===== src/include/light_pkg.sv =====
`default_nettype none
package light_pkg;

   // Core timebase and the conversion and bus-timeout durations.
   localparam int CLK_HZ         = 20_000_000;
   localparam int CYC_PER_MS     = CLK_HZ / 1000;
   localparam int STD_CONV_MS    = 400;
   localparam int EXT_CONV_MS    = 80;
   localparam int TIMEOUT_MIN_MS = 25;
   localparam int TIMEOUT_MAX_MS = 35;
   localparam int STD_CONV_CYC   = STD_CONV_MS * CYC_PER_MS;
   localparam int EXT_CONV_CYC   = EXT_CONV_MS * CYC_PER_MS;
   localparam int TIMEOUT_CYC    = TIMEOUT_MIN_MS * CYC_PER_MS;
   localparam int TIMEOUT_MAX_CYC = TIMEOUT_MAX_MS * CYC_PER_MS;

   // Fixed bus address and the command byte encodings.
   localparam logic [6:0] SLAVE_ADDR     = 7'h39;
   localparam logic [7:0] CMD_POWER_DOWN = 8'h00;
   localparam logic [7:0] CMD_POWER_UP   = 8'h03;
   localparam logic [7:0] CMD_STD_RANGE  = 8'h18;
   localparam logic [7:0] CMD_EXT_RANGE  = 8'h1d;
   localparam logic [7:0] CMD_SEL_CH0    = 8'h43;
   localparam logic [7:0] CMD_SEL_CH1    = 8'h83;
   localparam logic [7:0] CMD_RESET      = 8'h00;

   // Result register layout and reset value.
   localparam int         COUNT_W      = 12;
   localparam int         VALID_BIT    = 7;
   localparam int         CHORD_LSB    = 4;
   localparam int         STEP_LSB     = 0;
   localparam logic [7:0] RESULT_RESET = 8'h00;
   localparam logic [3:0] BYTE_BITS    = 4'h8;

   typedef enum {SEL_CMD, SEL_CH0, SEL_CH1} read_sel_e;

   typedef struct packed {
      logic       valid;
      logic [2:0] chord;
      logic [3:0] step;
   } result_s;

   typedef struct packed {
      logic               channel;
      logic [COUNT_W-1:0] count;
   } conv_s;

   // First count of a chord segment, truncated to an integer.
   function automatic logic [COUNT_W-1:0] chordStart(input logic [2:0] c);
      int v;
      v = (33 * ((1 << c) - 1)) / 2;
      return COUNT_W'(v);
   endfunction : chordStart

endpackage : light_pkg
`default_nettype wire


===== src/rtl/log_encoder.sv =====
`timescale 1ns/10ps
`default_nettype none
module log_encoder
   import light_pkg::*;
(
   input  wire logic [COUNT_W-1:0] count,
   output logic      [6:0]         code
);

   // Pick the highest chord whose start is reached, then the step inside it.
   // Counts past the last step of a chord but short of the next chord start
   // saturate at step 15, so the step never wraps back to zero.
   always_comb begin
      logic [2:0]         c;
      logic [COUNT_W-1:0] rem;
      c   = 3'h0;
      rem = '0;
      for (int i = 1; i < 8; i++) begin
         if (count >= chordStart(3'(i))) begin
            c = 3'(i);
         end
      end
      rem = (count - chordStart(c)) >> c;
      if (rem > COUNT_W'(15)) begin
         rem = COUNT_W'(15);
      end
      code = {c, rem[3:0]};
   end

endmodule : log_encoder
`default_nettype wire


===== src/rtl/conv_sequencer.sv =====
`timescale 1ns/10ps
`default_nettype none
module conv_sequencer
   import light_pkg::*;
#(
   parameter int STD_CYC = STD_CONV_CYC,
   parameter int EXT_CYC = EXT_CONV_CYC
)(
   input  wire logic       core_clk,
   input  wire logic       rst,
   input  wire logic       enable,
   input  wire logic       extRange,
   input  wire logic [1:0] pulseEdge,
   output logic            convDone,
   output conv_s           convResult
);

   localparam int TW = $clog2(STD_CYC + 1);

   logic [TW-1:0]      timerReg, timerNext, period;
   logic               chanReg, chanNext, doneReg, doneNext;
   logic [COUNT_W-1:0] accReg, accNext;
   conv_s              resReg, resNext;

   assign period     = extRange ? TW'(EXT_CYC - 1) : TW'(STD_CYC - 1);
   assign convDone   = doneReg;
   assign convResult = resReg;

   // Integrate the active channel, then hand its count over and swap channel.
   // A range change mid-period uses >= so a shortened period still ends.
   always_comb begin
      timerNext = timerReg;
      chanNext  = chanReg;
      accNext   = accReg;
      resNext   = resReg;
      doneNext  = 1'b0;
      if (!enable) begin
         timerNext = '0;
         chanNext  = 1'b0;
         accNext   = '0;
      end else if (timerReg >= period) begin
         doneNext  = 1'b1;
         resNext   = '{channel: chanReg, count: accReg};
         chanNext  = ~chanReg;
         timerNext = '0;
         accNext   = '0;
      end else begin
         timerNext = timerReg + TW'(1);
         if (pulseEdge[chanReg] && accReg != '1) begin
            accNext = accReg + COUNT_W'(1);
         end
      end
   end

   always_ff @(posedge core_clk) begin
      if (rst) begin
         timerReg <= '0;
         chanReg  <= 1'b0;
         accReg   <= '0;
         resReg   <= '0;
         doneReg  <= 1'b0;
      end else begin
         timerReg <= timerNext;
         chanReg  <= chanNext;
         accReg   <= accNext;
         resReg   <= resNext;
         doneReg  <= doneNext;
      end
   end
endmodule : conv_sequencer
`default_nettype wire


===== src/rtl/light_sensor_top.sv =====
`timescale 1ns/10ps
`default_nettype none
module light_sensor_top
   import light_pkg::*;
#(
   parameter int STD_CONV_CYCLES = STD_CONV_CYC,
   parameter int EXT_CONV_CYCLES = EXT_CONV_CYC,
   parameter int TIMEOUT_CYCLES  = TIMEOUT_CYC
)(
   input  wire logic       core_clk,
   input  wire logic       rst,
   input  wire logic       busClockPin,
   input  wire logic       busDataPinIn,
   output logic            busDataOut,
   output logic            busDataOe,
   input  wire logic [1:0] lightPulse
);

   localparam int LW = $clog2(TIMEOUT_CYCLES + 1);

   typedef enum {S_IDLE, S_ADDR, S_ACK, S_WRITE, S_READ, S_READ_ACK, S_IGNORE} state_e;

   logic         sclMeta, sclSync, sclPrev, sdaMeta, sdaSync, sdaPrev;
   logic [1:0]   pulseMeta, pulseSync, pulsePrev, pulseEdge;
   logic         sclRise, sclFall, startCond, stopCond, timeoutHit;
   logic [LW-1:0] lowCntReg, lowCntNext;
   state_e       stateReg, stateNext;
   logic [3:0]   bitCntReg, bitCntNext;
   logic [7:0]   shiftReg, shiftNext, txReg, txNext, readByte;
   logic         isReadReg, isReadNext, oeReg, oeNext, mAckReg, mAckNext, cmdWrite;
   logic         dataOutReg;
   logic [7:0]   cmdReg, cmdNext;
   logic         powerReg, powerNext, extReg, extNext, convDone;
   read_sel_e    readSelReg, readSelNext;
   result_s      ch0Reg, ch0Next, ch1Reg, ch1Next;
   conv_s        convResult;
   logic [6:0]   code;

   // Pins and pulses cross in through two flops; the prev stage finds edges.
   always_ff @(posedge core_clk) begin
      if (rst) begin
         sclMeta   <= 1'b1;
         sclSync   <= 1'b1;
         sclPrev   <= 1'b1;
         sdaMeta   <= 1'b1;
         sdaSync   <= 1'b1;
         sdaPrev   <= 1'b1;
         pulseMeta <= 2'h0;
         pulseSync <= 2'h0;
         pulsePrev <= 2'h0;
      end else begin
         sclMeta   <= busClockPin;
         sclSync   <= sclMeta;
         sclPrev   <= sclSync;
         sdaMeta   <= busDataPinIn;
         sdaSync   <= sdaMeta;
         sdaPrev   <= sdaSync;
         pulseMeta <= lightPulse;
         pulseSync <= pulseMeta;
         pulsePrev <= pulseSync;
      end
   end

   // Bus events seen on the synchronised lines.
   assign sclRise   = sclSync & ~sclPrev;
   assign sclFall   = ~sclSync & sclPrev;
   assign startCond = sclSync & sclPrev & sdaPrev & ~sdaSync;
   assign stopCond  = sclSync & sclPrev & ~sdaPrev & sdaSync;
   assign pulseEdge = pulseSync & ~pulsePrev;

   // Low-time watchdog: it fires once at the minimum timeout and then holds,
   // so a stuck bus is released well inside the maximum window.
   always_comb begin
      if (sclSync && sdaSync) begin
         lowCntNext = '0;
      end else if (lowCntReg == LW'(TIMEOUT_CYCLES)) begin
         lowCntNext = lowCntReg;
      end else begin
         lowCntNext = lowCntReg + LW'(1);
      end
   end
   assign timeoutHit = (lowCntReg == LW'(TIMEOUT_CYCLES - 1)) && !(sclSync && sdaSync);

   always_ff @(posedge core_clk) begin
      if (rst) begin
         lowCntReg <= '0;
      end else begin
         lowCntReg <= lowCntNext;
      end
   end

   // Byte offered to a Receive Byte, chosen by the last selection or power command.
   always_comb begin
      case (readSelReg)
         SEL_CH0: readByte = ch0Reg;
         SEL_CH1: readByte = ch1Reg;
         default: readByte = cmdReg;
      endcase
   end

   // Bus slave. Data changes only after a clock fall, is sampled on a rise.
   // The timeout path keeps it usable on the newer bus revision too.
   always_comb begin
      stateNext  = stateReg;
      bitCntNext = bitCntReg;
      shiftNext  = shiftReg;
      txNext     = txReg;
      isReadNext = isReadReg;
      oeNext     = oeReg;
      mAckNext   = mAckReg;
      cmdWrite   = 1'b0;
      if (timeoutHit || stopCond) begin
         stateNext = S_IDLE;
         oeNext    = 1'b0;
      end else if (startCond) begin
         stateNext  = S_ADDR;
         bitCntNext = 4'h0;
         oeNext     = 1'b0;
      end else begin
         case (stateReg)
            S_ADDR, S_WRITE: begin
               if (sclRise) begin
                  shiftNext  = {shiftReg[6:0], sdaSync};
                  bitCntNext = bitCntReg + 4'h1;
               end else if (sclFall && bitCntReg == BYTE_BITS) begin
                  if (stateReg == S_WRITE) begin
                     cmdWrite   = 1'b1;
                     isReadNext = 1'b0;
                     oeNext     = 1'b1;
                     stateNext  = S_ACK;
                  end else if (shiftReg[7:1] == SLAVE_ADDR) begin
                     isReadNext = shiftReg[0];
                     oeNext     = 1'b1;
                     stateNext  = S_ACK;
                  end else begin
                     stateNext = S_IGNORE;
                  end
               end
            end
            S_ACK: begin
               if (sclFall) begin
                  bitCntNext = 4'h0;
                  if (isReadReg) begin
                     txNext    = readByte;
                     oeNext    = ~readByte[7];
                     stateNext = S_READ;
                  end else begin
                     oeNext    = 1'b0;
                     stateNext = S_WRITE;
                  end
               end
            end
            S_READ: begin
               if (sclRise) begin
                  bitCntNext = bitCntReg + 4'h1;
               end else if (sclFall) begin
                  if (bitCntReg == BYTE_BITS) begin
                     oeNext    = 1'b0;
                     stateNext = S_READ_ACK;
                  end else begin
                     txNext = {txReg[6:0], 1'b0};
                     oeNext = ~txReg[6];
                  end
               end
            end
            S_READ_ACK: begin
               if (sclRise) begin
                  mAckNext = ~sdaSync;
               end else if (sclFall) begin
                  bitCntNext = 4'h0;
                  if (mAckReg) begin
                     txNext    = readByte;
                     oeNext    = ~readByte[7];
                     stateNext = S_READ;
                  end else begin
                     stateNext = S_IGNORE;
                  end
               end
            end
            default: ;
         endcase
      end
   end

   always_ff @(posedge core_clk) begin
      if (rst) begin
         stateReg   <= S_IDLE;
         bitCntReg  <= 4'h0;
         shiftReg   <= 8'h00;
         txReg      <= 8'h00;
         isReadReg  <= 1'b0;
         oeReg      <= 1'b0;
         mAckReg    <= 1'b0;
         dataOutReg <= 1'b0;
      end else begin
         stateReg   <= stateNext;
         bitCntReg  <= bitCntNext;
         shiftReg   <= shiftNext;
         txReg      <= txNext;
         isReadReg  <= isReadNext;
         oeReg      <= oeNext;
         mAckReg    <= mAckNext;
         dataOutReg <= 1'b0;
      end
   end

   // Open-drain data: the pin is only ever pulled low.
   assign busDataOut = dataOutReg;
   assign busDataOe  = oeReg;

   conv_sequencer #(
      .STD_CYC (STD_CONV_CYCLES),
      .EXT_CYC (EXT_CONV_CYCLES)
   ) u_seq (
      .core_clk   (core_clk),
      .rst        (rst),
      .enable     (powerReg),
      .extRange   (extReg),
      .pulseEdge  (pulseEdge),
      .convDone   (convDone),
      .convResult (convResult)
   );

   log_encoder u_enc (
      .count (convResult.count),
      .code  (code)
   );

   // Command decode and result registers. A finished conversion replaces a
   // whole result byte in one edge, and reads copy it whole into txReg.
   always_comb begin
      cmdNext     = cmdReg;
      powerNext   = powerReg;
      extNext     = extReg;
      readSelNext = readSelReg;
      ch0Next     = ch0Reg;
      ch1Next     = ch1Reg;
      if (cmdWrite) begin
         cmdNext = shiftReg;
         case (shiftReg)
            CMD_POWER_DOWN: begin
               powerNext   = 1'b0;
               extNext     = 1'b0;
               readSelNext = SEL_CMD;
            end
            CMD_POWER_UP: begin
               powerNext   = 1'b1;
               readSelNext = SEL_CMD;
            end
            CMD_STD_RANGE: extNext = 1'b0;
            CMD_EXT_RANGE: extNext = 1'b1;
            CMD_SEL_CH0: begin
               powerNext   = 1'b1;
               readSelNext = SEL_CH0;
            end
            CMD_SEL_CH1: begin
               powerNext   = 1'b1;
               readSelNext = SEL_CH1;
            end
            default: ;
         endcase
      end
      if (!powerReg) begin
         ch0Next = RESULT_RESET;
         ch1Next = RESULT_RESET;
      end else if (convDone) begin
         if (convResult.channel) begin
            ch1Next = '{valid: 1'b1, chord: code[6:4], step: code[3:0]};
         end else begin
            ch0Next = '{valid: 1'b1, chord: code[6:4], step: code[3:0]};
         end
      end
   end

   always_ff @(posedge core_clk) begin
      if (rst) begin
         cmdReg     <= CMD_RESET;
         powerReg   <= 1'b0;
         extReg     <= 1'b0;
         readSelReg <= SEL_CMD;
         ch0Reg     <= RESULT_RESET;
         ch1Reg     <= RESULT_RESET;
      end else begin
         cmdReg     <= cmdNext;
         powerReg   <= powerNext;
         extReg     <= extNext;
         readSelReg <= readSelNext;
         ch0Reg     <= ch0Next;
         ch1Reg     <= ch1Next;
      end
   end
endmodule : light_sensor_top
`default_nettype wire


===== config.mk =====
export PLATFORM = sky130hd
export DESIGN_NAME = light_sensor_top
export DESIGN_NICKNAME = d
export VERILOG_FILES = /design/src/include/light_pkg.sv /design/src/rtl/log_encoder.sv /design/src/rtl/conv_sequencer.sv /design/src/rtl/light_sensor_top.sv
export SDC_FILE = /design/constraint.sdc
export NUM_CORES = 1
export LEC_CHECK = 0
export BUFFER_PORTS_ARGS = -buffer_cell sky130_fd_sc_hd__buf_2
export CORE_AREA = 5 5 147 163
export CTS_BUF_LIST = sky130_fd_sc_hd__clkbuf_2
export DETAILED_ROUTE_END_ITERATION = 16
export DIE_AREA = 0 0 152 168
export PLACE_DENSITY_LB_ADDON = 0.3
export SETUP_SLACK_MARGIN = 0.02
export SYNTH_ARGS = -nofsm -noshare
export SYNTH_HDL_FRONTEND = slang
export SYNTH_SLANG_ARGS = --single-unit

===== constraint.sdc =====
create_clock -name core_clk -period 7 [get_ports core_clk]
set_input_delay 0 -clock core_clk [delete_from_list [all_inputs] [get_ports core_clk]]
set_output_delay 0 -clock core_clk [all_outputs]
set_load 0.005 [all_outputs]

==> impl_metrics.ini, run 1 <==
[detailed_routing]
num_vias = 6045
wl_mm = 14.93
drc = 0
first_iter_violations = 247
wire_per_inst_um = 12.13
vias_per_cell = 4.915
dr.pass1.iters = 4
ant_nets = 0

[final_layout]
drive_gt1_share_pct = 8.672
nets = 972
postLayoutCellArea_sq_mm = 0.008193
area_delta_synth_final_pct = 7.857

[yosys]
yosysTopAreaCell = dfxtp_1
syn-cell-area_sq_mm = 0.007596
synth_edf_count = 0
ys_types = 86
ys_ff_latch = 134
synth_common_cells = nor2_1, dfxtp_1, a21oi_1
synth.top_cell.area_share_pct = 35.32
yosysSeqAreaShare_pct = 35.32
post-synth-top-count-cell = nor2_1
avgSynthCellArea_sq_um = 8.311
synth-main-ff-cell = dfxtp_1
synthTopCellsByArea = dfxtp_1, nor2_1, ha_1
synthCells = 914
ys_async_sr_fraction_pct = 0
yosysWarnings = 0

[sta]
finClkSkew_ns = 0.04725
post-route-min-period_ns = 4.834
rsz0062_at_grt = no
hold_viol = 0
finalSetupViolCount = 0
fin_crit_sh_pct = 69.06
finalMaxSlewViolations = 0
tightestPinTransition_ns = 1.031
max_freq_mhz = 206.9
relSlewSlack_pct = 31.12
timing.setup.tns_ns = 0

[global_routing]
grt_max_degree = 62
grt_first_pass_wirelength_mm = 26.45
grt_overflow = 0
antenna_found_initial = 1
grt.total_usage_pct = 12.03
grt_pass1_vias = 5706

[placement]
dpl-instance-area_sq_mm = 0.007843
portBuffers = 6
gp_congestion = 0.8498
dp_hpwl_mm = 10.87

[clock_network]
cts_root_buffer = clkbuf_2
cts_tree = yes
clkTransAtPathRegs_ns = 0.23
clock_path_buffers = 2
post_cts_resize_count = 0
cts_buffers = 17
cts-htree-levels = 4
clock_latency_ns = 0.69
cts.sink_count = 134

[job]
drv_cap = 0

[min_path]
whs_path_depth = 1
hold_path.class = register to register

[floorplanning]
rows = 57
fp.coreArea_sq_mm = 0.02197
dieWidth_um = 152
die_area_sq_mm = 0.02554
die_h_um = 168
io_pins = 8
initial_utilization_pct = 34.58

[worst_setup_path]
r2r_cells = 18
crit_fanout = 8
crit_type = register to register
cp-end-kind = register
arrival_ns = 5.47
crit_path_start_kind = register
cp_data_required_time_ns = 7.64

[run_status]
outcome = finished clean

[power_and_ir_drop]
irDropWorstVdd_mv = 0.1114
power.total_mw = 1.315
powerDensity_mw_per_mm2 = 160.5
p_leak_nw = 3.144
-- routing by layer --
layer / up-vias / track usage [%] / part of all wire [%]
li1: 3205 / - / -
met1: 2772 / 15.20 / 49
met2: 57 / 20.44 / 48
met3: 11 / 2.567 / 2.0
met4: 0 / 4.066 / 1.1
met5: - / 0 / 0
-- critical path: stages, from the launching register on --
cell	delay, ns
dfxtp_1	0.42
or3_2	0.49
a31oi_1	0.36
inv_1	0.15
ha_1	0.31
ha_1	0.33
xor2_1	0.17
ha_1	0.31
inv_1	0.04
ha_1	0.36
inv_1	0.07
o21ai_0	0.29
a21oi_1	0.07
o311ai_0	0.48
mux2i_1	0.21
mux2i_4	0.19
and2_2	0.18
and3b_1	0.20
a211oi_2	0.20
-- placed cells by master, fill, tap and decap left out, types with 5 or more instances in the layout --
master         synthesis  routed
a211oi_1              23      23
a21o_1                 6       6
a21oi_1               58      58
a22oi_1                9       9
a31oi_1                7       7
and3_1                10      10
buf_2                  1       6
clkbuf_2               2      18
conb_1                 1       7
dfxtp_1              134     134
dlygate4sd3_1          0      11
ha_1                  44      44
inv_1                 50      50
inv_6                  0       5
mux2i_1               37      37
nand2_1               39      39
nand2b_1               9       9
nand3_1               28      28
nand4_1               14      14
nor2_1               179     179
nor2b_1               14      14
nor3_1                15      15
o211ai_1               6       6
o21ai_0               25      25
or2_2                 10      10
or3_1                 13      13
xnor2_1               31      31
xor2_1                29      29
-- logic make-up (layout without fill, tap and decap cells) --
logic type / count (synthesis) / after routing / share of synthesized area (%)
AO/OA/AOI/OAI: 178 / 178 / 15.99
XOR/XNOR: 60 / 60 / 6.918
adder cells (fa/ha/maj): 45 / 45 / 7.511
buffers and inverters: 90 / 104 / 5.221
flip-flops: 134 / 134 / 35.32
multiplexers: 38 / 38 / 5.172
other: 1 / 8 / 0.04937
AND/OR/NAND/NOR: 368 / 368 / 23.82
-- cell type report --
| cell class | count | area, sq um |
|---|---|---|
| Fill cell | 2365 | 13770 |
| Multi-Input combinational cell | 696 | 4539 |
| Clock inverter | 14 | 147.6 |
| Clock buffer | 18 | 90.09 |
| Sequential cell | 134 | 2683 |
| Antenna cell | 1 | 2.502 |
| Tap cell | 295 | 369.1 |
| Timing Repair Buffer | 21 | 170.2 |
| Inverter | 51 | 191.4 |
-- where the power goes --
part           internal, mW  switching [mW]  total [mW]
Combinational        0.0341          0.0446      0.0787
Clock                 0.168           0.297       0.465
Sequential            0.768         0.00293       0.771
Total                 0.970           0.345        1.31
-- state kept, by name, indices dropped and copies added (netlist names), 7 cells and up --
signal,cells
cmdReg,8
u_seq.convResult,13
lowCntReg,19
shiftReg,8
u_seq.timerReg,23
u_seq.accReg,12
ch0Reg,8
txReg,7
ch1Reg,8
-- path summary, 6_finish.rpt --
check | end | slack, ns | start
setup / recovery | ch0Reg[2] | 2.17 | u_seq.convResult[11]
hold / removal | sdaSync | 0.45 | sdaMeta
setup reg to reg | ch0Reg[2] | 2.17 | u_seq.convResult[11]
hold reg to reg | sdaSync | 0.45 | sdaMeta
-- stage by stage --
step | hold slack [ns] | cells | worst slack (ns) | utilization, %
final | 0.4505 | 1230 | 2.166 | 37.30
after CTS | 0.3795 | 1229 | 2.126 | 37.29
after floorplan | 0.1038 | 920 | 2.569 | -
after global placement | 0.1813 | 1186 | 2.234 | 35.70
after global routing | 0.4409 | 1230 | 1.618 | 37.30
after detailed placement | 0.1861 | 1186 | 2.154 | 35.70
-- timing repair --
action / CTS / global route
hold buffers: 11 / 0
setup buffers: 0 / 0
hold endpoints to repair: 55 / 0
No activity file was read; power rests on OpenSTA's default activity.
==> run 2: changes to the inputs <==
ABC_AREA = 1   (was default)
CORE_AREA = 5 5 147 164   (was 5 5 147 163)
DIE_AREA = 0 0 152 169   (was 0 0 152 168)
clock period = 4.7 ns   (was 7 ns; I/O delays follow)
==> impl_metrics.ini, run 2 <==
[worst_setup_path]
cpMostUsedCell = nand2_1
critPathMaxStageDelay_ns = 0.38
cp_data_required_time_ns = 5.31
crit_path_start_kind = register
cp-end-kind = register
crit_type = register to register
arrival_ns = 4.77
crit_slowest_cell = dfxtp_2
rrSetupSlack_ns = 0.55
crit_fanout = 8

[clock_network]
clock_latency_ns = 0.71
cts_root_buffer = clkbuf_2
cts.sink_count = 134
clkTransAtPathRegs_ns = 0.21
clock_path_buffers = 2
cts_buffers = 17
cts-htree-levels = 4
cts_tree = yes

[detailed_routing]
wl_met1_mm = 7.659
top_layer = met4
first_iter_violations = 380
dr.pass1.iters = 5
drc = 0
wl_mm = 15.91
met3_length_um = 383
ant_nets = 0
vias_per_cell = 4.700
wire_per_inst_um = 11.06
num_vias = 6759
wl_met2_mm = 7.636

[yosys]
avgSynthCellArea_sq_um = 6.947
post-synth-top-count-cell = inv_1
ys_types = 53
synth_edf_count = 0
synth_common_cells = inv_1, nand2_1, dfxtp_1
ys_ff_latch = 134
syn-cell-area_sq_mm = 0.007649
synth.top_cell.area_share_pct = 35.07
yosysWarnings = 0
yosysTopAreaCell = dfxtp_1
synthCells = 1101
synthTopCellsByArea = dfxtp_1, inv_1, nand2_1
ys_async_sr_fraction_pct = 0
synth-main-ff-cell = dfxtp_1
yosysSeqAreaShare_pct = 35.07

[global_routing]
antenna_found_initial = 0
grt_overflow = 0
grt_max_degree = 36
grt_first_pass_wirelength_mm = 28.19
grt.total_usage_pct = 12.72
grt_pass1_vias = 6310

[placement]
dpl-instance-area_sq_mm = 0.007986
dp_hpwl_mm = 11.96
portBuffers = 6
gp_congestion = 0.8858

[final_layout]
largest_reg_flops = 23
area_delta_synth_final_pct = 9.832
layout_commonest_cell = inv_1
diodes = 0
final_cell_mix = inv_1, nand2_1, dfxtp_1
nets = 1176
drive_gt1_share_pct = 7.733
postLayoutCellArea_sq_mm = 0.008401
largest_register = u_seq.timerReg

[floorplanning]
die_h_um = 169
die_area_sq_mm = 0.02569
initial_utilization_pct = 34.22
rows = 58
io_pins = 8
fp.coreArea_sq_mm = 0.02235
dieWidth_um = 152

[power_and_ir_drop]
irDropWorstVdd_mv = 0.2133
powerDensity_mw_per_mm2 = 268.5
p_leak_nw = 3.538

[sta]
tightestPinTransition_ns = 0.8681
post-route-min-period_ns = 4.155
max_freq_mhz = 240.7
timing.setup.tns_ns = 0
relSlewSlack_pct = 41.59
finalSetupViolCount = 0
finClkSkew_ns = 0.03589
rsz0062_at_grt = no
finalMaxSlewViolations = 0
hold_viol = 0
fin_crit_sh_pct = 88.40

[min_path]
hold_path.class = primary input to register

[job]
drv_cap = 0

[run_status]
outcome = finished clean
==> run 2: logic make-up after synthesis <==
family	Yosys count	synth area share (%)
AND/OR/NAND/NOR	462	28.04
other	1	0.04903
flip-flops	134	35.07
AO/OA/AOI/OAI	206	14.76
adder cells (fa/ha/maj)	45	7.460
buffers and inverters	223	11.19
XOR/XNOR	30	3.435
==> run 2: path summary, 6_finish.rpt <==
| check | from | to | cells past startpoint |
|---|---|---|---|
| worst max-delay path | u_seq.convResult[9] | ch1Reg[1] | 29 |
| worst min-delay path | rst | pulsePrev[0] | 3 |
| worst max register to register | u_seq.convResult[9] | ch1Reg[1] | 29 |
| worst min register to register | pulseMeta[1] | pulseSync[1] | 2 |
==> run 2: final cells by class <==
type,count,area [sq um]
tap,300,375.4
clock buffer,18,90.09
fill,2473,13950
clock inverter,14,173.9
multi-input combinational,750,4143
inverter,200,750.7
timing repair buffer,22,182.7
sequential,134,2685
==> run 2: report_power, final <==
group	leakage, nW	switching, mW	internal, mW	total [mW]
combinational	2.31	0.194	0.105	0.299
sequential	1.08	0.0224	1.17	1.19
clock	0.145	0.459	0.304	0.763
total	3.54	0.675	1.58	2.26
==> run 2: per-stage QoR <==
| stage | setup slack, ns | power, mW | hold slack [ns] | util [%] | instances |
|---|---|---|---|---|---|
| 6_report | 0.5454 | 2.256 | 0.2680 | 37.58 | 1438 |
| 5_1_grt | 0.06749 | 2.393 | 0.2379 | 37.58 | 1438 |
| 4_1_cts | 0.3207 | 2.284 | 0.2168 | 37.49 | 1437 |
| 2_1_floorplan | 0.9255 | 1.443 | 0.1038 | - | 1107 |
| 3_3_place_gp | 0.5146 | 1.502 | 0.1844 | 35.73 | 1392 |
| 3_5_place_dp | 0.4061 | 1.504 | 0.1857 | 35.73 | 1392 |
==> run 2: critical path: cells and delay by family, from the launching register on <==
family	cells	cell delay (ns)
XOR/XNOR	2	0.33
adder cells (fa/ha/maj)	4	1.10
buffers and inverters	6	0.34
flip-flops	1	0.38
AND/OR/NAND/NOR	17	1.91
==> run 2: per-layer routing <==
metal,vias to the layer above,GRT usage (%)
li1,3629,-
met1,3039,16.18
met2,69,21.87
met3,22,2.506
met4,0,3.909
met5,-,0
==> run 2: what timing repair did <==
action / in CTS / in global routing
endpoints found under the hold margin: 25 / 0
hold buffers: 13 / 0
endpoints found under the setup margin: 0 / 8
buffers inserted: 0 / 1
resized for setup: 0 / 4
